==> src/cmcr_consts.vh <==
// Operation
// - source bit 7 at 0 selects resistor programming; writing 0 does nothing
// - writing 1 to source bit selects serial-bus programming of the settings
// - setting source bit clears resistor-fault suspension and restarts charging
// - bit 6 at 1 forces battery switch off, else modes 0x0-0x3 and 0xa turn it on and path logic controls it in the rest
// - switch-disable readback is the written command or the disable pin
// - bit 5 at 1 forces converter off and enters input standby
// - standby readback shows the standby setting actually in force
// - bit 4 enables the watchdog; expiry stops normal charger operation
// - mode 0x0-0x3 all off; battery feeds system when switch allowed
// - mode 0x4 converter on, charger and otg off
// - modes 0x5-0x7 charger and converter on, otg off
// - mode 0xa otg reverse buck on, charger off, battery switch on
// - mode readback returns the configuration actually in effect
// - reset: control bits zero, mode field 0x5
`ifndef CMCR_CONSTS_VH
`define CMCR_CONSTS_VH
`define CMCR_ADDR_CTRL 8'h16
`define CMCR_ADDR_WDCLR 8'h17
`define CMCR_WDCLR_CODE 8'h01
`define CMCR_BIT_SRC 7
`define CMCR_BIT_DIS 6
`define CMCR_BIT_STBY 5
`define CMCR_BIT_WDEN 4
`define CMCR_MODE_MSB 3
`define CMCR_MODE_LSB 0
`define CMCR_RST_FLAG 1'b0
`define CMCR_RST_MODE 4'h5
`define CMCR_MODE_OFF 4'h0
`define CMCR_MODE_OFF_MAX 4'h3
`define CMCR_MODE_CONV 4'h4
`define CMCR_MODE_CHG_MAX 4'h7
`define CMCR_MODE_OTG 4'ha
`define CMCR_WD_PERIOD_NS 32'd80000000
`define CMCR_CLK_NS 32'd40
`endif

==> src/cmcr_ctrl.v <==
`timescale 1ns/1ps
`default_nettype none
`include "cmcr_consts.vh"
// ---------------------------------------------------------------
// charger power-path control register
// ---------------------------------------------------------------
module cmcr_ctrl #(
    parameter [31:0] WD_PERIOD = `CMCR_WD_PERIOD_NS / `CMCR_CLK_NS
) (
    input wire clock_i,
    input wire rst_i,
    input wire wr_en_i,
    input wire rd_en_i,
    input wire [7:0] addr_i,
    input wire [7:0] wdata_i,
    input wire battery_switch_disable_pin_i,
    input wire resistor_fault_i,
    input wire input_valid_i,
    input wire path_switch_on_i,
    input wire path_converter_on_i,
    output reg [7:0] rdata_o,
    output reg programming_source_select_o,
    output reg charger_suspended_o,
    output reg charger_restart_o,
    output reg charger_on_o,
    output reg converter_on_o,
    output reg otg_on_o,
    output reg battery_switch_on_o,
    output reg input_standby_o,
    output reg watchdog_expired_o
);
    // ---------------------------------------------------------------
    // register state
    // ---------------------------------------------------------------
    reg src;
    reg dis_cmd;
    reg stby_cmd;
    reg wden;
    reg [3:0] mode_cmd;
    wire pin_sync;
    wire wd_exp;

    // ---------------------------------------------------------------
    // access decode
    // ---------------------------------------------------------------
    // an access only counts when its address matches; all others are refused
    wire hit_ctrl = (addr_i == `CMCR_ADDR_CTRL);
    wire hit_clr = (addr_i == `CMCR_ADDR_WDCLR);
    wire wr_ctrl = wr_en_i && hit_ctrl;
    wire rd_ctrl = rd_en_i && hit_ctrl;
    // only the one clear code restarts the watchdog, so a stray write cannot
    wire wr_clr = wr_en_i && hit_clr && (wdata_i == `CMCR_WDCLR_CODE);

    // write-data fields of the control register
    wire wr_src = wdata_i[`CMCR_BIT_SRC];
    wire wr_dis = wdata_i[`CMCR_BIT_DIS];
    wire wr_stby = wdata_i[`CMCR_BIT_STBY];
    wire wr_wden = wdata_i[`CMCR_BIT_WDEN];
    wire [3:0] wr_mode = wdata_i[`CMCR_MODE_MSB:`CMCR_MODE_LSB];
    // the source bit is only ever raised, and only by a write carrying a 1
    wire src_set = wr_ctrl && wr_src;

    // ---------------------------------------------------------------
    // pin synchroniser and watchdog
    // ---------------------------------------------------------------
    // the pin is asynchronous to this clock, so it costs two cycles of lag
    cmcr_sync u_sync (
        .clock_i(clock_i),
        .rst_i(rst_i),
        .d_i(battery_switch_disable_pin_i),
        .q_o(pin_sync)
    );

    // the watchdog only runs while the enable bit is set
    cmcr_wdog #(.PERIOD(WD_PERIOD)) u_wdog (
        .clock_i(clock_i),
        .rst_i(rst_i),
        .enable_i(wden),
        .clear_i(wr_clr),
        .expired_o(wd_exp)
    );

    // ---------------------------------------------------------------
    // control register bits
    // ---------------------------------------------------------------
    // each field has its own process so that its write rule stands alone
    // source bit is sticky: a written 0 is ignored, so once set it stays set
    always @(posedge clock_i or posedge rst_i)
    begin
        if (rst_i)
            src <= `CMCR_RST_FLAG;
        else if (src_set)
            src <= 1'b1;
    end

    // switch disable as commanded; the pin is merged in further down
    always @(posedge clock_i or posedge rst_i)
    begin
        if (rst_i)
            dis_cmd <= `CMCR_RST_FLAG;
        else if (wr_ctrl)
            dis_cmd <= wr_dis;
    end

    // standby command; forces the converter off while set
    always @(posedge clock_i or posedge rst_i)
    begin
        if (rst_i)
            stby_cmd <= `CMCR_RST_FLAG;
        else if (wr_ctrl)
            stby_cmd <= wr_stby;
    end

    // watchdog enable; clearing it also drops a pending expiry
    always @(posedge clock_i or posedge rst_i)
    begin
        if (rst_i)
            wden <= `CMCR_RST_FLAG;
        else if (wr_ctrl)
            wden <= wr_wden;
    end

    // mode field; reserved codes are stored as written and decode as no mode: paths off, switch left to the path machine
    always @(posedge clock_i or posedge rst_i)
    begin
        if (rst_i)
            mode_cmd <= `CMCR_RST_MODE;
        else if (wr_ctrl)
            mode_cmd <= wr_mode;
    end

    // ---------------------------------------------------------------
    // mode decode
    // ---------------------------------------------------------------
    reg [3:0] eff_mode;
    // an expired watchdog overrides the written mode, and the readback
    // shows the override, so the host can see why charging stopped
    always @*
    begin
        eff_mode = mode_cmd;
        if (wd_exp)
            eff_mode = `CMCR_MODE_OFF;
    end

    // one flag per class of mode; reserved codes match none: paths off, battery switch follows the path machine
    wire mode_off = (eff_mode <= `CMCR_MODE_OFF_MAX);
    wire mode_conv = (eff_mode == `CMCR_MODE_CONV);
    wire mode_chg = (eff_mode > `CMCR_MODE_CONV) && (eff_mode <= `CMCR_MODE_CHG_MAX);
    wire mode_otg = (eff_mode == `CMCR_MODE_OTG);
    // the pin and the command both disable the switch, either one suffices
    wire eff_dis = dis_cmd | pin_sync;

    // ---------------------------------------------------------------
    // power-path requests
    // ---------------------------------------------------------------
    // requests settle here and are registered below, one cycle behind
    reg next_chg;
    reg next_conv;
    reg next_otg;
    reg next_sw;
    // standby and the disable override come last so that they beat any mode
    always @*
    begin
        next_chg = 1'b0;
        next_conv = 1'b0;
        next_otg = 1'b0;
        next_sw = path_switch_on_i;
        if (mode_off)
            next_sw = 1'b1;
        if (mode_conv)
            next_conv = input_valid_i & path_converter_on_i;
        if (mode_chg)
        begin
            next_conv = input_valid_i & path_converter_on_i;
            next_chg = input_valid_i & ~charger_suspended_o;
        end
        if (mode_otg)
        begin
            next_otg = 1'b1;
            next_sw = 1'b1;
        end
        if (stby_cmd)
        begin
            next_conv = 1'b0;
            next_chg = 1'b0;
            next_otg = 1'b0;
        end
        if (eff_dis)
            next_sw = 1'b0;
    end

    // readback word: each field shows the state in force, not the last write;
    // the mode field thus reads 0 after an expiry whatever was written
    wire [7:0] rd_word = {src, eff_dis, stby_cmd, wden, eff_mode};

    // ---------------------------------------------------------------
    // outputs and readback
    // ---------------------------------------------------------------
    // read data stand one cycle after the strobe and are zero otherwise,
    // so an unmapped address never echoes an older word
    always @(posedge clock_i or posedge rst_i)
    begin
        if (rst_i)
            rdata_o <= 8'h00;
        else if (rd_ctrl)
            rdata_o <= rd_word;
        else
            rdata_o <= 8'h00;
    end

    // source select as seen by the settings logic
    always @(posedge clock_i or posedge rst_i)
    begin
        if (rst_i)
            programming_source_select_o <= 1'b0;
        else
            programming_source_select_o <= src;
    end

    // a resistor fault suspends charging while the resistors set the limits;
    // a fault in the cycle of the source write wins, and the now sticky
    // source clears the flag one cycle later, so the flag cannot lock up
    always @(posedge clock_i or posedge rst_i)
    begin
        if (rst_i)
            charger_suspended_o <= 1'b0;
        else if (resistor_fault_i && !src)
            charger_suspended_o <= 1'b1;
        else if (src || src_set)
            charger_suspended_o <= 1'b0;
    end

    // restart pulses once, on the write that lifts a suspension; a later
    // write of the source bit finds it already set and stays quiet
    always @(posedge clock_i or posedge rst_i)
    begin
        if (rst_i)
            charger_restart_o <= 1'b0;
        else
            charger_restart_o <= src_set && !src && charger_suspended_o;
    end

    // charger enable; a suspension or standby holds it off even in a
    // charging mode
    always @(posedge clock_i or posedge rst_i)
    begin
        if (rst_i)
            charger_on_o <= 1'b0;
        else
            charger_on_o <= next_chg;
    end

    // converter enable; follows the path machine only in modes that allow it,
    // so a path request alone never starts the converter
    always @(posedge clock_i or posedge rst_i)
    begin
        if (rst_i)
            converter_on_o <= 1'b0;
        else
            converter_on_o <= next_conv;
    end

    // reverse buck enable; it never overlaps charging because only one
    // mode class can be active at a time
    always @(posedge clock_i or posedge rst_i)
    begin
        if (rst_i)
            otg_on_o <= 1'b0;
        else
            otg_on_o <= next_otg;
    end

    // battery switch; it starts off out of reset and a disable beats
    // every mode, otg included, at the cost of leaving the rail unsupported
    always @(posedge clock_i or posedge rst_i)
    begin
        if (rst_i)
            battery_switch_on_o <= 1'b0;
        else
            battery_switch_on_o <= next_sw;
    end

    // standby in force; it mirrors the command because nothing else
    // in this block can force standby
    always @(posedge clock_i or posedge rst_i)
    begin
        if (rst_i)
            input_standby_o <= 1'b0;
        else
            input_standby_o <= stby_cmd;
    end

    // watchdog expiry; registered so the output comes from a flip-flop
    // like all the others, one cycle after the counter runs out
    always @(posedge clock_i or posedge rst_i)
    begin
        if (rst_i)
            watchdog_expired_o <= 1'b0;
        else
            watchdog_expired_o <= wd_exp;
    end
endmodule // cmcr_ctrl
`default_nettype wire

==> src/cmcr_sync.v <==
`timescale 1ns/1ps
`default_nettype none
// two-stage synchroniser for the external disable pin
module cmcr_sync (
    input wire clock_i,
    input wire rst_i,
    input wire d_i,
    output reg q_o
);
    reg meta;
    always @(posedge clock_i or posedge rst_i)
    begin
        if (rst_i)
        begin
            meta <= 1'b0;
            q_o <= 1'b0;
        end
        else
        begin
            meta <= d_i;
            q_o <= meta;
        end
    end
endmodule // cmcr_sync
`default_nettype wire

==> src/cmcr_wdog.v <==
`timescale 1ns/1ps
`default_nettype none
`include "cmcr_consts.vh"
// watchdog: counts while enabled, restarts on clear, flags expiry
module cmcr_wdog #(
    parameter [31:0] PERIOD = `CMCR_WD_PERIOD_NS / `CMCR_CLK_NS
) (
    input wire clock_i,
    input wire rst_i,
    input wire enable_i,
    input wire clear_i,
    output reg expired_o
);
    reg [31:0] count;
    always @(posedge clock_i or posedge rst_i)
    begin
        if (rst_i)
        begin
            count <= 32'h0;
            expired_o <= 1'b0;
        end
        else if (!enable_i || clear_i)
        begin
            count <= 32'h0;
            expired_o <= 1'b0;
        end
        else if (count >= PERIOD - 32'h1)
            expired_o <= 1'b1;
        else
            count <= count + 32'h1;
    end
endmodule // cmcr_wdog
`default_nettype wire

==> config.mk <==
export PLATFORM = sky130hd
export DESIGN_NAME = cmcr_ctrl
export DESIGN_NICKNAME = d
export VERILOG_FILES = /design/src/cmcr_ctrl.v /design/src/cmcr_sync.v /design/src/cmcr_wdog.v
export VERILOG_INCLUDE_DIRS = /design/src
export SDC_FILE = /design/constraint.sdc
export NUM_CORES = 1
export LEC_CHECK = 0
export BUFFER_PORTS_ARGS = -buffer_cell sky130_fd_sc_hd__buf_2
export CORE_MARGIN = 4
export CORE_UTILIZATION = 55
export CTS_BUF_LIST = sky130_fd_sc_hd__clkbuf_8
export CTS_CLUSTER_SIZE = 30
export DETAILED_ROUTE_END_ITERATION = 6
export PLACE_DENSITY = 0.84
export SYNTH_ARGS = -nofsm -noshare
export SYNTH_HDL_FRONTEND = slang
export SYNTH_HIERARCHICAL = 1
export SYNTH_SLANG_ARGS = --single-unit
export TNS_END_PERCENT = 5
==> constraint.sdc <==
create_clock -name clock_i -period 5.4 [get_ports clock_i]
set_input_delay 0.81 -clock clock_i [delete_from_list [all_inputs] [get_ports clock_i]]
set_output_delay 0.81 -clock clock_i [all_outputs]
set_load 0.01 [all_outputs]
; Word-level counts from Yosys, hierarchy flattened
; Cells that the tools add are included.
[op_classes]
add_sub_neg = 1
mul = 0
div = 0
magnitude_cmp = 4
eq_ne = 6
shifts = 0
muxes = 18
bitwise_logic = 4
n_reduce_logical = 15
[op_table]
columns = operator, n
row1 = 2-to-1 mux 32 bit, 2
row2 = adder 32 x 1 -> 32 bit (second input constant), 1
row3 = greater-or-equal comparator 32 x 21 -> 1 bit (second input constant), 1
row4 = == test 8 x 5 -> 1 bit (second input constant), 2
row5 = 2-to-1 mux 1 bit, 14
row6 = logical AND 1 bit, 9
row7 = == test 8 x 1 -> 1 bit (second input constant), 1
row8 = 2-to-1 mux 8 bit, 1
row9 = == test 4 x 3 -> 1 bit (second input constant), 1
row10 = == test 4 bit (second input constant), 1
row11 = > comparator 4 x 3 -> 1 bit (second input constant), 1
row12 = less-or-equal comparator 4 x 2 -> 1 bit (second input constant), 1
row13 = less-or-equal comparator 4 x 3 -> 1 bit (second input constant), 1
row14 = 2-to-1 mux 4 bit, 1
row15 = nonzero test 2 bit, 2
row16 = AND 1 bit, 2
row17 = zero test 1 bit, 2
row18 = logical OR 1 bit, 2
row19 = inequality test 2 x 1 -> 1 bit (second input constant), 1
row20 = NOT 1 bit, 1
row21 = bitwise OR 1 bit, 1
[totals]
regBits = 60
latch_bits = 0
ram_bits = 0
romBits = 0
inputBits = 25
output_inout_bits = 17
wordCells = 67
memories = 0

; Depth between registers and ports, before layout
[depth]
ltp_word = 6
depth_mapped = 7
ltp_nobuf = 6

; Cells and area by module
; Netlist, hierarchy kept.
[modules_own_cells]
columns = module, n_inst, cells_per_inst, area_per_inst_um2, seq_area_each_um2
row1 = cmcr_wdog, 1, 172, 1684.1, 825.8
row2 = cmcr_ctrl, 1, 74, 988.4, 628.1
row3 = cmcr_sync, 1, 3, 53.8, 50.0

; Least setup slack after synthesis
; OpenSTA, ideal clock, no wires.
[synth_timing]
kind = in2reg
startpoint = in addr_i[7]
endpoint = reg u_wdog.expired_o
setup_time_ns = 0.132
arrival_ns = 2.358
required_time_ns = 5.268
path_slack_ns = 2.910
cell_stages = 6
n_path_buf = 2
path_cell_list = or4b_4 nor4_1 nand2b_1 clkbuf_1 clkbuf_1 nor2_1
[synth_via]
elab_chain_cells = 5
elab_cells_between_ends = 6
classes_between = 1 x eq/ne / 1 x mux / 4 x reduce/logical
[synth_rtl]
columns = item, line
row1 = from (decl), cmcr_ctrl.v:14  ; input wire [7:0] addr_i,
row2 = == test 8 x 5 -> 1 bit (no source line) *, --
row3 = logical AND 1 bit * (2 in a row), cmcr_ctrl.v:52  ; wire wr_clr = wr_en_i && hit_clr && (wdata_i == `CMCR_WDCLR_CODE);
row4 = named net wr_clr, cmcr_ctrl.v:52
row5 = logical OR 1 bit *, cmcr_wdog.v:22  ; else if (!enable_i || clear_i)
row6 = 2-to-1 mux 1 bit / nonzero test 2 bit (equally long branches), --
row7 = to (signal assigned), cmcr_wdog.v:20  ; expired_o <= 1'b0;
row8 = to (signal assigned), cmcr_wdog.v:25  ; expired_o <= 1'b0;
row9 = to (signal assigned), cmcr_wdog.v:28  ; expired_o <= 1'b1;
row10 = to (decl), cmcr_wdog.v:12  ; output reg expired_o
; Mark *: on every way through the listed nets, which the timed path passes. The rest lies on a longest branch.
; A chain may end at the register's enable or synchronous reset.

; Worst setup path in the final report
[layout_timing]
startpoint = reg u_wdog.count[21]
endpoint = reg u_wdog.count[13]
[layout_via]
elab_chain_cells = 2
[layout_rtl]
columns = item, line
row1 = from (decl), cmcr_wdog.v:14  ; reg [31:0] count;
row2 = from (signal assigned), cmcr_wdog.v:30  ; count <= count + 32'h1;
row3 = greater-or-equal comparator 32 x 21 -> 1 bit, cmcr_wdog.v:27  ; else if (count >= PERIOD - 32'h1)
row4 = inequality test 2 x 1 -> 1 bit (no source line), --
; Every way passes these cells.

==> flow_metrics.py <==
metrics = {
    "global_routing": {
        "grt_util_all_layers": 0.206,
        "grt_start_max_net_pins": 36,
        "overflow": 0,
        "grt_first_pass_wirelength_um": 9780,
        "antenna_found_initial": 0,
        "grt_pass1_vias": 2082,
    },
    "synth": {
        "ys_async_sr_fraction": 1.00,
        "syn_avg_cell_area_um2": 10.9,
        "syn_nets": 275,
        "synth_edf_count": 0,
        "synth_commonest_cells": "58 x dfrtp_1, 16 x a21oi_1, 16 x nand2_1",
        "seq_area_frac_synth": 0.552,
        "synth_top_area_frac": 0.532,
        "synth_most_common_cell": "dfrtp_1",
        "yosys_warnings": 6,
        "synth_area_um2": 2730,
        "synth_top_area_cell": "dfrtp_1",
        "synth_flop_cell": "dfrtp_1",
        "ys_ff_latch": 60,
        "ys_types": 44,
        "postSynthCellCount": 249,
        "ys_top_cells_by_area": "dfrtp_1 53%, or4_1 3.9%, a21oi_1 2.9%, mux2_2 2.9%, o31ai_1 2.8%",
    },
    "job": {
        "maxCapViolCount": 0,
    },
    "sta": {
        "tightest_slew_ns": 1.10,
        "setup_violations": 0,
        "skew_ns": 0.00879,
        "min_period_ns": 2.54,
        "relSlewSlack": 0.268,
        "final_max_slew_viol_count": 0,
        "rsz0062_at_grt": "false",
        "tns_ns": 0,
        "hold_viol": 0,
        "fmax_ghz": 0.394,
        "fin_crit_sh": 0.471,
    },
    "run_status": {
        "status": "finished clean",
    },
    "clocking": {
        "numCtsBuffers": 9,
        "cts.clk_slew.worst_paths_ns": 0.07,
        "ctsRootBufferMaster": "clkbuf_8",
        "htree_levels": 3,
        "clk_latency_ns": 0.34,
        "ctsLongestPathBuffers": 2,
        "post_cts_buffers": 0,
        "cts_num_sinks": 60,
        "cts_hold_buffers": 0,
        "postCtsResizedCells": 0,
        "cts_tree": "yes",
    },
    "floorplanning": {
        "die-area_um2": 6150,
        "core_um2": 4750,
        "rows": 25,
        "dieWidth_um": 78.4,
        "io_pins": 42,
        "die_y_um": 78.4,
        "initial_utilization": 0.573,
    },
    "power": {
        "ir_worst_vdd_mv": 0.214,
        "p_leak_nw": 1.45,
        "power_density_nw_per_um2": 277,
    },
    "layout": {
        "fin_nets": 319,
        "antenna_cells": 0,
        "reg.largest.list": "u_wdog/count (32), rdata_o (8), mode_cmd (4)",
        "post-route-util": 0.669,
        "largest_register": "u_wdog/count",
        "largest_reg_flops": 32,
        "drive_gt1_frac": 0.272,
        "area_growth_pct": 16.6,
    },
    "worst_setup_path": {
        "critPathLaunch": "u_wdog/count[21]",
        "worstPathArrival_ns": 2.77,
        "crit_path_end_kind": "flip-flop",
        "cp_max_fo": 35,
        "critPathLaunchType": "flip-flop",
        "required_ns": 5.63,
        "path_class": "reg -> reg",
        "regToRegStartpoint": "u_wdog/count[21]",
    },
    "route": {
        "drt-pass1-iter-count": 6,
        "drt_iter0_markers": 183,
        "ant_nets": 0,
        "post_drt_via_cell_ratio": 5.86,
        "drc": 0,
        "wl_per_cell_um": 15.4,
        "wl_um": 5610,
        "vias": 2138,
    },
    "min_path": {
        "hp-class": "in -> async",
    },
    "placement": {
        "routabilityCongestion": 0.803,
        "port-buffer-count": 41,
        "dp_hpwl_um": 3670,
    },
}
[final timing paths]
path                                       to  slack (ns)  depth (start not counted)
max                          u_wdog/count[13]        2.86                          5
min                               u_sync/meta        0.33                          2
max reg2reg                  u_wdog/count[13]        2.86                          5
min reg2reg                        u_sync/q_o        0.36                          0
max in group asynchronous  watchdog_expired_o        4.18                          2
min in group clock_i               u_sync/q_o        0.36                          0
[metrics by stage]
| stage | power (mW) | worst slack, ns | hold slack, ns | instance area [um2] | instances |
|---|---|---|---|---|---|
| after floorplan | 0.485 | 2.91 | 0.331 | 2730 | 249 |
| after global placement | 0.501 | 2.61 | 0.334 | 2980 | 348 |
| after detailed placement | 0.502 | 2.57 | 0.347 | 2980 | 348 |
| after CTS | 0.894 | 2.85 | 0.311 | 3170 | 364 |
| after global routing | 0.919 | 2.64 | 0.319 | 3180 | 365 |
| final | 0.882 | 2.86 | 0.326 | 3180 | 365 |
[kinds of logic after synthesis]
| group | synth area share |
|---|---|
| compound gates | 0.0987 |
| flops | 0.552 |
| buf+inv | 0.0390 |
| fa+ha+maj | 0.00459 |
| simple gates | 0.270 |
| mux | 0.0363 |
[critical path: stages, from the launching register on]
cell,delay [ns]
dfrtp_1,0.37
nor3_1,0.46
nand4_1,0.26
nor3b_4,0.95
o311ai_0,0.28
o41ai_1,0.11
[per-layer routing]
layer / up-vias / share of wire / global-route usage / routed length, um
met5: - / 0 / 0 / 0
met4: 0 / 0.022 / 0.112 / 125
met3: 13 / 0.049 / 0.0413 / 276
met1: 1043 / 0.43 / 0.267 / 2420
met2: 73 / 0.50 / 0.324 / 2790
li1: 1009 / - / - / -
[final cells by class]
| class | count | area (um2) |
|---|---|---|
| clock buffer | 9 | 124 |
| clock inverter | 7 | 68.8 |
| fill | 363 | 1580 |
| inverter | 13 | 48.8 |
| multi-input combinational | 165 | 1120 |
| sequential | 60 | 1500 |
| tap | 67 | 83.8 |
| timing repair buffer | 44 | 228 |
[power by group]
part | total, mW | internal [mW] | switching [mW]
clock | 0.388 | 0.211 | 0.177
sequential | 0.458 | 0.455 | 0.00375
combinational | 0.0359 | 0.0141 | 0.0218
total | 0.882 | 0.679 | 0.202
[cell usage in the layout, fill, tap and decap left out, types with 5 or more instances in the layout]
| master | n |
|---|---|
| nor4_1 | 7 |
| nand2b_1 | 5 |
| or3_1 | 6 |
| inv_1 | 14 |
| nor2_1 | 13 |
| nand2_1 | 16 |
| nand3_1 | 8 |
| clkbuf_8 | 9 |
| or4_1 | 14 |
| buf_2 | 41 |
| mux2_2 | 7 |
| nand4_1 | 5 |
| o31ai_1 | 10 |
| a21oi_1 | 16 |
| and2_1 | 11 |
| dfrtp_1 | 58 |
No activity file was read; power rests on OpenSTA's default activity.
